$ cat config.mk
export PLATFORM = sky130hd
export DESIGN_NAME = hsv_capability
export DESIGN_NICKNAME = d
export VERILOG_FILES = /design/src/rtl/hsv_pkg.sv /design/src/rtl/hsv_capability.sv /design/src/rtl/hsv_sync.sv /design/src/rtl/hsv_cfg_read.sv
export SDC_FILE = /design/constraint.sdc
export NUM_CORES = 1
export LEC_CHECK = 0
export ABC_CLOCK_PERIOD_IN_PS = 2140
export BUFFER_PORTS_ARGS = -buffer_cell sky130_fd_sc_hd__buf_4
export CELL_PAD_IN_SITES_DETAIL_PLACEMENT = 1
export CELL_PAD_IN_SITES_GLOBAL_PLACEMENT = 1
export CORE_MARGIN = 1
export CORE_UTILIZATION = 42
export CTS_BUF_LIST = sky130_fd_sc_hd__clkbuf_2 sky130_fd_sc_hd__clkbuf_4 sky130_fd_sc_hd__clkbuf_8
export DETAILED_ROUTE_END_ITERATION = 10
export GPL_TIMING_DRIVEN = 0
export PLACE_DENSITY_LB_ADDON = 0.1
export SLEW_MARGIN = 20
export SYNTH_ARGS = -nofsm -noshare
export SYNTH_HDL_FRONTEND = slang
export SYNTH_SLANG_ARGS = --single-unit
$ cat constraint.sdc
create_clock -name mclk -period 2.14 [get_ports mclk]
set_input_delay 0.214 -clock mclk [delete_from_list [all_inputs] [get_ports mclk]]
set_output_delay 0.214 -clock mclk [all_outputs]
set_load 0.01 [all_outputs]
$ cat src/rtl/hsv_pkg.sv
// package: offsets, field positions, reset values and states of the hot-swap / product-data block
package hsv_pkg;
  // register byte offsets in configuration space
  localparam logic [7:0] hot_swap_ofs = 8'he4;
  localparam logic [7:0] product_data_ofs = 8'he8;
  localparam logic [7:0] product_word_ofs = 8'hec;
  // hot-swap control/status field positions
  localparam int insertion_pos = 23;
  localparam int extraction_pos = 22;
  localparam int led_pos = 19;
  localparam int mask_pos = 17;
  // product-data control field positions
  localparam int flag_pos = 31;
  localparam int addr_lsb = 16;
  // fixed list values
  localparam logic [7:0] hs_ident = 8'h06;
  localparam logic [7:0] pd_ident = 8'h03;
  localparam logic [7:0] hs_next_pd = 8'he8;
  localparam logic [7:0] list_end = 8'h00;
  // reset values
  localparam logic [7:0] addr_reset = 8'h00;
  localparam logic [31:0] word_reset = 32'h00000000;
  // eeprom access sequencer states
  typedef enum logic [2:0] {
    st_idle = 3'b001,
    st_write = 3'b010,
    st_read = 3'b100
  } hsv_state_t;
endpackage : hsv_pkg

$ cat src/rtl/hsv_capability.sv
// hot-swap and product-data capability entries with eeprom access sequencer
//
// Overview of operation
// - set insertion status once eeprom load done and pci disable clear; write one clears
// - set extraction status when handle switch high outside reset; write one clears
// - hot-swap capability identifier reads 0x06
// - hot-swap next pointer reads 0xE8 with product data enabled, else 0x00
// - writing flag one stores the four data bytes into the eeprom
// - flag returns to zero when that eeprom write finishes
// - writing flag zero fetches four eeprom bytes into the data word
// - flag goes to one when that eeprom read finishes
// - product-data next pointer is read-only 0x00
// - product-data capability identifier is read-only 0x03
// - low data byte holds the eeprom byte at the programmed address with its two low bits cleared
`timescale 1ns/1ps
module hsv_capability (
  input wire logic mclk,
  input wire logic srst,
  // configuration access port, one-cycle strobes
  input wire logic cfg_wr,
  input wire logic cfg_rd,
  input wire logic [7:0] cfg_addr,
  input wire logic [3:0] cfg_be,
  input wire logic [31:0] cfg_wdata,
  output logic [31:0] cfg_rdata,
  output logic cfg_ack,
  // device status inputs from same-clock logic
  input wire logic eeprom_load_done,
  input wire logic pci_disable_bit,
  input wire logic vpd_enable,
  // handle switch pin, asynchronous
  input wire logic handle_switch_input,
  // request to the serial eeprom engine
  output logic ee_req,
  output logic ee_write,
  output logic [7:0] ee_addr,
  output logic [31:0] ee_wdata,
  input wire logic ee_done,
  input wire logic [31:0] ee_rdata,
  // board signals
  output logic led_on,
  output logic enum_n
);
  typedef struct packed {
    logic insertion_status;
    logic extraction_status;
    logic led_control;
    logic enum_interrupt_mask;
    logic product_data_flag;
    logic [7:0] product_data_address;
    logic [31:0] product_data_word;
    hsv_pkg::hsv_state_t state;
    logic ee_req;
    logic ee_write;
    logic [7:0] ee_addr;
    logic [31:0] ee_wdata;
    logic [31:0] rdata;
    logic ack;
    logic led_on;
    logic enum_n;
  } hsv_regs_t;

  hsv_regs_t r;
  hsv_regs_t next_r;
  logic switch_s;
  logic rd_hit;
  logic [31:0] rd_data;
  logic wr_hs;
  logic wr_pd;
  logic wr_word;
  logic flag_written;
  logic insertion_event;
  logic extraction_event;
  logic hs_ctl_write;
  logic addr_write;
  logic [31:0] word_merge;

  // handle switch is a pin, so it is synchronised before use
  hsv_sync u_switch_sync (
    .mclk(mclk),
    .srst(srst),
    .din(handle_switch_input),
    .dout(switch_s)
  );

  hsv_cfg_read u_read (
    .addr(cfg_addr),
    .insertion(r.insertion_status),
    .extraction(r.extraction_status),
    .led(r.led_control),
    .mask(r.enum_interrupt_mask),
    .vpd_enable(vpd_enable),
    .flag(r.product_data_flag),
    .pd_addr(r.product_data_address),
    .pd_word(r.product_data_word),
    .hit(rd_hit),
    .data(rd_data)
  );

  // address decode of writes
  assign wr_hs = cfg_wr && (cfg_addr == hsv_pkg::hot_swap_ofs);
  assign wr_pd = cfg_wr && (cfg_addr == hsv_pkg::product_data_ofs);
  assign wr_word = cfg_wr && (cfg_addr == hsv_pkg::product_word_ofs);
  assign flag_written = wr_pd && cfg_be[3];
  // control byte of the hot-swap word and address byte of the product-data word
  assign hs_ctl_write = wr_hs && cfg_be[2];
  assign addr_write = wr_pd && cfg_be[2];

  // status events; srst is the pci reset, so sampling outside srst means reset negated
  assign insertion_event = eeprom_load_done && !pci_disable_bit;
  assign extraction_event = switch_s;

  // data word merge, one lane per byte enable
  for (genvar g = 0; g < 4; g++) begin : g_word_lane
    assign word_merge[g*8 +: 8] = (wr_word && cfg_be[g]) ? cfg_wdata[g*8 +: 8]
                                  : r.product_data_word[g*8 +: 8];
  end

  always_comb begin
    next_r = r;
    next_r.ack = cfg_wr || cfg_rd;
    // unmapped reads answer zero but are still acknowledged
    next_r.rdata = (cfg_rd && rd_hit) ? rd_data : 32'h00000000;

    // write-one-to-clear first; a new event below wins over the clear
    if (hs_ctl_write) begin
      if (cfg_wdata[hsv_pkg::insertion_pos]) begin
        next_r.insertion_status = 1'b0;
      end
      if (cfg_wdata[hsv_pkg::extraction_pos]) begin
        next_r.extraction_status = 1'b0;
      end
      next_r.led_control = cfg_wdata[hsv_pkg::led_pos];
      next_r.enum_interrupt_mask = cfg_wdata[hsv_pkg::mask_pos];
    end
    if (insertion_event) begin
      next_r.insertion_status = 1'b1;
    end
    if (extraction_event) begin
      next_r.extraction_status = 1'b1;
    end

    // address field is plain storage; the sequencer aligns the eeprom address to four bytes
    if (addr_write) begin
      next_r.product_data_address = cfg_wdata[hsv_pkg::addr_lsb +: 8];
    end
    // data word is writable by bytes; the eeprom return overrides below
    next_r.product_data_word = word_merge;

    // eeprom access sequencer
    case (r.state)
      hsv_pkg::st_idle: begin
        if (flag_written) begin
          next_r.product_data_flag = cfg_wdata[hsv_pkg::flag_pos];
          next_r.ee_req = 1'b1;
          next_r.ee_write = cfg_wdata[hsv_pkg::flag_pos];
          // eeprom address forced to a four-byte boundary
          next_r.ee_addr = {r.product_data_address[7:2], 2'b00};
          if (wr_pd && cfg_be[2]) begin
            next_r.ee_addr = {cfg_wdata[hsv_pkg::addr_lsb + 2 +: 6], 2'b00};
          end
          // word written earlier goes out intact
          next_r.ee_wdata = r.product_data_word;
          if (cfg_wdata[hsv_pkg::flag_pos]) begin
            next_r.state = hsv_pkg::st_write;
          end else begin
            next_r.state = hsv_pkg::st_read;
          end
        end
      end
      hsv_pkg::st_write: begin
        // flag writes during a transfer are ignored so the handshake stays intact
        if (ee_done) begin
          next_r.ee_req = 1'b0;
          next_r.product_data_flag = 1'b0;
          next_r.state = hsv_pkg::st_idle;
        end
      end
      hsv_pkg::st_read: begin
        if (ee_done) begin
          next_r.ee_req = 1'b0;
          // ee_rdata[7:0] is the byte at the aligned address
          next_r.product_data_word = ee_rdata;
          next_r.product_data_flag = 1'b1;
          next_r.state = hsv_pkg::st_idle;
        end
      end
      default: begin
        next_r.state = hsv_pkg::st_idle;
        next_r.ee_req = 1'b0;
      end
    endcase

    // board outputs registered from the next state
    next_r.led_on = next_r.led_control;
    next_r.enum_n = !((next_r.insertion_status || next_r.extraction_status)
                      && !next_r.enum_interrupt_mask);

    if (srst) begin
      next_r = '0;
      next_r.state = hsv_pkg::st_idle;
      next_r.product_data_address = hsv_pkg::addr_reset;
      next_r.product_data_word = hsv_pkg::word_reset;
      next_r.enum_n = 1'b1;
    end
  end

  always_ff @(posedge mclk) begin
    r <= next_r;
  end

  // all outputs straight from flip-flops
  assign cfg_rdata = r.rdata;
  assign cfg_ack = r.ack;
  assign ee_req = r.ee_req;
  assign ee_write = r.ee_write;
  assign ee_addr = r.ee_addr;
  assign ee_wdata = r.ee_wdata;
  assign led_on = r.led_on;
  assign enum_n = r.enum_n;
endmodule : hsv_capability

$ cat src/rtl/hsv_sync.sv
// two-flop synchroniser for a level arriving from a pin
`timescale 1ns/1ps
module hsv_sync (
  input wire logic mclk,
  input wire logic srst,
  input wire logic din,
  output logic dout
);
  typedef struct packed {
    logic meta;
    logic stable;
  } hsv_sync_t;
  hsv_sync_t r;
  hsv_sync_t next_r;

  // the first stage feeds only the second
  always_comb begin
    next_r.meta = din;
    next_r.stable = r.meta;
    if (srst) begin
      next_r = '0;
    end
  end

  always_ff @(posedge mclk) begin
    r <= next_r;
  end

  assign dout = r.stable;
endmodule : hsv_sync

$ cat src/rtl/hsv_cfg_read.sv
// read multiplexer for the three configuration words
`timescale 1ns/1ps
module hsv_cfg_read (
  input wire logic [7:0] addr,
  input wire logic insertion,
  input wire logic extraction,
  input wire logic led,
  input wire logic mask,
  input wire logic vpd_enable,
  input wire logic flag,
  input wire logic [7:0] pd_addr,
  input wire logic [31:0] pd_word,
  output logic hit,
  output logic [31:0] data
);
  // reserved bits read as zero; unmapped offsets return zero with hit low
  always_comb begin
    data = 32'h00000000;
    hit = 1'b1;
    case (addr)
      hsv_pkg::hot_swap_ofs: begin
        data[hsv_pkg::insertion_pos] = insertion;
        data[hsv_pkg::extraction_pos] = extraction;
        data[hsv_pkg::led_pos] = led;
        data[hsv_pkg::mask_pos] = mask;
        data[15:8] = vpd_enable ? hsv_pkg::hs_next_pd : hsv_pkg::list_end;
        data[7:0] = hsv_pkg::hs_ident;
      end
      hsv_pkg::product_data_ofs: begin
        data[hsv_pkg::flag_pos] = flag;
        data[hsv_pkg::addr_lsb +: 8] = pd_addr;
        data[15:8] = hsv_pkg::list_end;
        data[7:0] = hsv_pkg::pd_ident;
      end
      hsv_pkg::product_word_ofs: begin
        data = pd_word;
      end
      default: begin
        hit = 1'b0;
      end
    endcase
  end
endmodule : hsv_cfg_read

==> metrics, run 1 <==
status=finished clean; Netlist Area Pre-Place=5380 um^2; Total Neg Setup Slack=0 ns; Synth cell types=38; number of flops mapped to enable cells by yosys=0; Final Hold Viols=0; synth-to-layout area growth=34.7%; Port-buffer cells=157; Avg WL per Cell=17.6 um; Arr. time, crit path=2.04 ns; crit-path cells=nor3b_1 -> nand4_1 -> clkbuf_1 -> nand2_1 -> a21oi_1; Slew Limit Fails=0; register area share after synthesis=46.1%; Initial Util=43.9%; WHS=0.00342 ns; Hold Path Class=in -> reg; final worst setup slack=0.407 ns; first-pass GRT wire length=26100 um; CTS tree=built; clk_skew=0.00845 ns; overall routing resource usage=26.3%; PwrDens=684 nW/um^2; GPL Wtd Cong=0.854; DIE AREA=13300 um^2; Buf/Inv on CP=1; number of CTS-inserted buffers=17; number of global-route vias before repair=5130; Worst VDD drop=0.000452 V; Rel. slew slack=57.5%; number of vias in the routed layout=4746; Inserted Diodes=0; Crit path max-delay family=simple AND/OR/NAND/NOR gates; Finish-stage setup viols=0; gr ovfl total=0; syn avg cell area=9.12 um^2; pin count of the biggest net entering global routing=17; Leakage Power=3.35 nW; Worst-Skew Late Latency=0.45 ns; H-tree Lvls=4; initial antenna violation count=0; DRC errors left=0; I/O Pins=162; synthesized flop and latch total=124; share of cells above drive strength 1=38.8%; CTS Sinks=124; Ys Warns=0; DP HPWL=12200 um; Core Footprint=12300 um^2; vias per cell=5.00; predominant post-synthesis flop cell=dfxtp_1; CP max stage delay=0.40 ns; Max Freq=577 MHz; Nets=853; # Post-CTS Setup Buffers=0; Crit-path slowest cell=dfxtp_1; max_cap viols=0; Initial DRC Count=161; post-CTS resize count=0; Clock Path Buffers=2; final wirelength=16700 um; Worst setup SP type=flop; Worst Tran Pin Value=0.634 ns; min cycle time layout=1.73 ns; Place WS=0.264 ns; synthesized instance count=590; ys async rst share=0%; post-route ant nets=0; # rows=40; die height=115 um; fin crit share=81.0%; Clock transition at path regs=0.07 ns; crit end category=flop; design area=7250 um^2; Initial DRT Pass Iterations=4; CP Max Fanout=10; die width=115 um; RSZ-0062 raised after global routing=no; Root Driver=clkbuf_8; critical path class=reg -> reg; dpl cell area=6770 um^2; Critical Path RT=2.44 ns
## metrics by stage
step / total power, mW / utilization, % / std cells
5_1_grt: 5.09 / 59.1 / 949
6_report: 4.96 / 59.1 / 949
4_1_cts: 4.98 / 59.1 / 949
3_3_place_gp: 2.62 / 55.2 / 916
2_1_floorplan: 2.46 / - / 591
3_5_place_dp: 2.63 / 55.2 / 916
## placed cells by master, fill, tap and decap left out, types with 6 or more instances in the layout
cell type  Yosys  final
buf_4         82    239
dfxtp_1      124    124
clkbuf_1      14     14
mux2i_1       39     39
a311oi_1       8      8
nor2b_1        7      7
a211oi_1      24     24
a21oi_1       45     45
clkbuf_8       0     22
mux2_2         9      9
nor2_1        58     58
and2_1        17     17
buf_6          8      8
nand2_1      103    103
buf_2          6      6
## worst reg2reg max path, stage by stage, from the launching register on
cell      delay (ns)
dfxtp_1         0.40
nor3b_1         0.34
nand4_1         0.27
clkbuf_1        0.36
nand2_1         0.16
a21oi_1         0.07
## cell families after synthesis
kind of cell / share of synthesized area, %
flip-flops: 46.1
other: 0.0697
AND/OR/NAND/NOR: 18.9
multiplexers: 9.42
AO/OA/AOI/OAI: 10.5
buffers and inverters: 14.9
XOR/XNOR: 0.163
## layer usage
metal  vias to the layer above  part of all wire [%]  track usage (%)
met1                      2308                    41             30.0
li1                       2264                     -                -
met5                         -                     0                0
met2                       147                    51             47.3
met4                         0                   1.9             10.2
met3                        27                   5.1             6.33
## synth_stat cells, types with 2 or more instances
library cell | number | area, um^2
nor2b_1 | 7 | 43.8
nand3_1 | 2 | 10.0
nand2_1 | 103 | 387
nor3_1 | 4 | 20.0
clkbuf_1 | 14 | 52.6
nor3b_1 | 2 | 15.0
and2_1 | 17 | 106
mux2_2 | 9 | 101
nand2b_1 | 2 | 12.5
dfxtp_1 | 124 | 2480
and4_1 | 2 | 17.5
mux2i_1 | 39 | 390
buf_4 | 82 | 616
o21ai_0 | 3 | 15.0
a211oi_1 | 24 | 180
buf_2 | 6 | 30.0
a311oi_1 | 8 | 70.1
buf_6 | 8 | 90.1
and4b_1 | 2 | 20.0
and3_2 | 2 | 15.0
nand4_4 | 4 | 85.1
a22oi_1 | 4 | 30.0
nor2_1 | 58 | 218
inv_1 | 3 | 11.3
nand4_1 | 4 | 25.0
a21oi_1 | 45 | 225
## cell type report
cell class                      count  area, um^2
Tap cell                          168         210
Fill cell                        1467        5010
Sequential cell                   124        2480
Multi-Input combinational cell    354        2100
Inverter                            3        11.3
Clock inverter                      6         130
Clock buffer                       26         333
Timing Repair Buffer              158        1190
Buffer                            110         788
## report_power, final
part           total (mW)  internal [mW]  switching (mW)
registers            2.32           2.31         0.00368
clock network        2.38           1.47           0.905
logic               0.262          0.139           0.123
## final timing paths
check                                   startpoint                 end  slack, ns  cells after the start
worst max-delay path                         r[77]         ee_wdata[8]       0.41                      5
worst min-delay path                        cfg_rd             cfg_ack      0.003                      3
worst max register to register               r[77]         ee_wdata[8]       0.41                      5
worst min register to register  u_switch_sync.r[1]  u_switch_sync.dout       0.45                      1
## timing repair
action | in CTS | in global routing
setup endpoints to repair | 0 | 0
hold endpoints to repair | 1 | 0
hold buffers | 1 | 0
## registers in the layout, indices dropped and copies added (netlist names)
| name | count |
|---|---|
| cfg_rdata | 32 |
| u_switch_sync.dout | 1 |
| ee_write | 1 |
| r | 47 |
| u_switch_sync.r | 1 |
| ee_addr | 6 |
| ee_wdata | 32 |
| ee_req | 1 |
| cfg_ack | 1 |
| led_on | 1 |
| enum_n | 1 |
No activity file was read; power rests on OpenSTA's default activity.
==> run 2, diff against run 1 <==
--- a/config.mk
+++ b/config.mk
@@ -5,12 +5,12 @@
 export SDC_FILE = /design/constraint.sdc
 export NUM_CORES = 1
 export LEC_CHECK = 0
-export ABC_CLOCK_PERIOD_IN_PS = 2140
+export ABC_CLOCK_PERIOD_IN_PS = 1500
 export BUFFER_PORTS_ARGS = -buffer_cell sky130_fd_sc_hd__buf_4
 export CELL_PAD_IN_SITES_DETAIL_PLACEMENT = 1
 export CELL_PAD_IN_SITES_GLOBAL_PLACEMENT = 1
 export CORE_MARGIN = 1
-export CORE_UTILIZATION = 42
+export CORE_UTILIZATION = 36
 export CTS_BUF_LIST = sky130_fd_sc_hd__clkbuf_2 sky130_fd_sc_hd__clkbuf_4 sky130_fd_sc_hd__clkbuf_8
 export DETAILED_ROUTE_END_ITERATION = 10
 export GPL_TIMING_DRIVEN = 0
==> constraint.sdc (replaced) <==
create_clock -name mclk -period 1.5 [get_ports mclk]
set_input_delay 0.15 -clock mclk [delete_from_list [all_inputs] [get_ports mclk]]
set_output_delay 0.15 -clock mclk [all_outputs]
set_load 0.01 [all_outputs]
==> run 2 against run 1 <==
The run now ends with negative setup slack left. Sequential share of layout area is 2.6 points lower. Clock-buffer cell count is 2 lower. Clock power is 20% higher. Register-to-register slack worse by 0.43 ns. Flip-flop and latch count stayed put. Wire length is 1.7% higher.
==> metrics, run 2 (synthesis results as in run 1) <==
status=complete, but fails checks; failing checks=negative setup slack; die width=124 um; Root Driver=clkbuf_8; CTS Sinks=124; CP max stage delay=0.39 ns; commonest cells after routing, fill and taps aside=buf_4, dfxtp_1, nand2_1, a21oi_1, mux2i_1; switching share of power=23.1%; R2R depth=6; share of cells above drive strength 1=45.3%; Worst VDD drop=0.000550 V; Clock transition at path regs=0.07 ns; # rows=44; final wirelength=17000 um; Avg WL per Cell=17.0 um; Initial DRT Pass Iterations=4; pin count of the biggest net entering global routing=17; post-route ant nets=0; reg-to-reg endpoint=r[93]; most common cell after layout, fill and taps aside=buf_4; first-pass GRT wire length=25900 um; DP HPWL=12000 um; Worst Tran Pin Value=0.733 ns; crit end category=flop; CP Max Fanout=10; Rel. slew slack=51.2%; initial antenna violation count=0; Hold Path Class=in -> reg; PwrDens=842 nW/um^2; Final Hold Viols=0; clk_skew=0.0101 ns; WHS=0.0151 ns; Initial Util=37.0%; reg2reg setup slack=-0.02 ns; Finish-stage setup viols=8; P_sw=1.53 mW; Worst R2R Start=r[77]; crit path launch=r[77]; design area=7870 um^2; RSZ-0062 raised after global routing=yes; Arr. time, crit path=1.81 ns; Total Neg Setup Slack=-0.0689 ns; Inserted Diodes=0; vias per cell=4.83; Worst setup SP type=flop; Slew Limit Fails=0; Critical Path RT=1.79 ns; crit path to=r[93]; number of CTS-inserted buffers=17; Core Footprint=14500 um^2; Leakage Power=3.52 nW; max_cap viols=0; critical path class=reg -> reg; final worst setup slack=-0.0247 ns; Initial DRC Count=190; number of vias in the routed layout=4817; min cycle time layout=1.52 ns; max FFs per register=47; Port-buffer cells=157; Clock Path Buffers=2; Place WS=-0.308 ns; overall routing resource usage=21.6%; DIE AREA=15400 um^2; Worst-Skew Late Latency=0.44 ns; Crit-path slowest cell=or3b_1; Nets=887; Max Freq=656 MHz; I/O Pins=162; synth-to-layout area growth=46.2%; fin crit share=102%; gr ovfl total=0; Pwr Total=6.62 mW; Clk pwr share=43.2%; crit-path cells=nand2b_4 -> or3b_1 -> buf_6 -> buf_8 -> nor2_2 -> a211oi_1; CTS tree=built; dpl cell area=6790 um^2; DRC errors left=0; Largest Register=r; Flop pwr share=49.9%; Gate power share=6.9%; die height=124 um; H-tree Lvls=4; internal power=5.09 mW; GPL Wtd Cong=0.815; number of global-route vias before repair=4944
## run 2: cell types whose count changed in the layout (fill, tap and decap cells not counted), moves of 5 or more
cell,delta
a211oi_2,+13
nor2_4,+14
buf_8,+5
nor2_2,+16
nor2_1,-30
a311oi_1,-6
dlygate4sd3_1,+27
a211oi_1,-13
a311oi_2,+6
## run 2: timing repair
action / in CTS / in global routing
buffers inserted: 2 / 5
endpoints found under the hold margin: 27 / 3
gates resized for setup: 28 / 71
pin swaps: 1 / 2
endpoints found under the setup margin: 76 / 72
hold buffers: 25 / 3
## run 2: routing by layer
metal	up-vias	track usage (%)	wire length [um]
met5	-	0	0
met4	0	9.57	411
met3	23	5.11	717
met2	136	35.8	8440
met1	2324	26.5	7410
li1	2334	-	-
## run 2: layout make-up
class,count,area [um^2]
inverter,3,11.3
multi-input combinational,354,2380
sequential,124,2490
clock buffer,24,318
tap,184,230
clock inverter,7,62.6
timing repair buffer,192,1510
buffer,110,865
fill,1689,6670
## run 2: power by group through the flow
stage | Combinational [mW] | Sequential [mW] | Clock [mW]
6_report | 0.457 | 3.30 | 2.86
5_1_grt | 0.483 | 3.30 | 3.06
4_1_cts | 0.429 | 3.31 | 2.91
3_5_place_dp | 0.372 | 3.38 | 0
3_3_place_gp | 0.368 | 3.38 | 0
2_1_floorplan | 0.125 | 3.38 | 0
## run 2: through the flow
step                util, %  cells
floorplan                 -    591
global placement       46.7    932
detailed placement     46.7    932
CTS                    51.8    990
global route           54.1    998
finish                 54.1    998
## run 2: worst min-delay path by stage
stage	depth (start not counted)	startpoint	end	slack [ns]
global route	3	ee_rdata[7]	r[87]	0.002
finish	3	ee_rdata[7]	r[87]	0.02
CTS	3	cfg_wr	cfg_ack	0.002
detailed placement	2	handle_switch_input	u_switch_sync.r[1]	0.37
floorplan	2	cfg_rd	cfg_ack	0.27
global placement	2	handle_switch_input	u_switch_sync.r[1]	0.37
## run 2: critical path, delay by kind of cell (launching register included)
kind | cells | cell delay [ns]
DFF | 1 | 0.35
AOI/OAI and AO/OA | 1 | 0.06
and+or+nand+nor | 3 | 0.64
buffers and inverters | 2 | 0.32
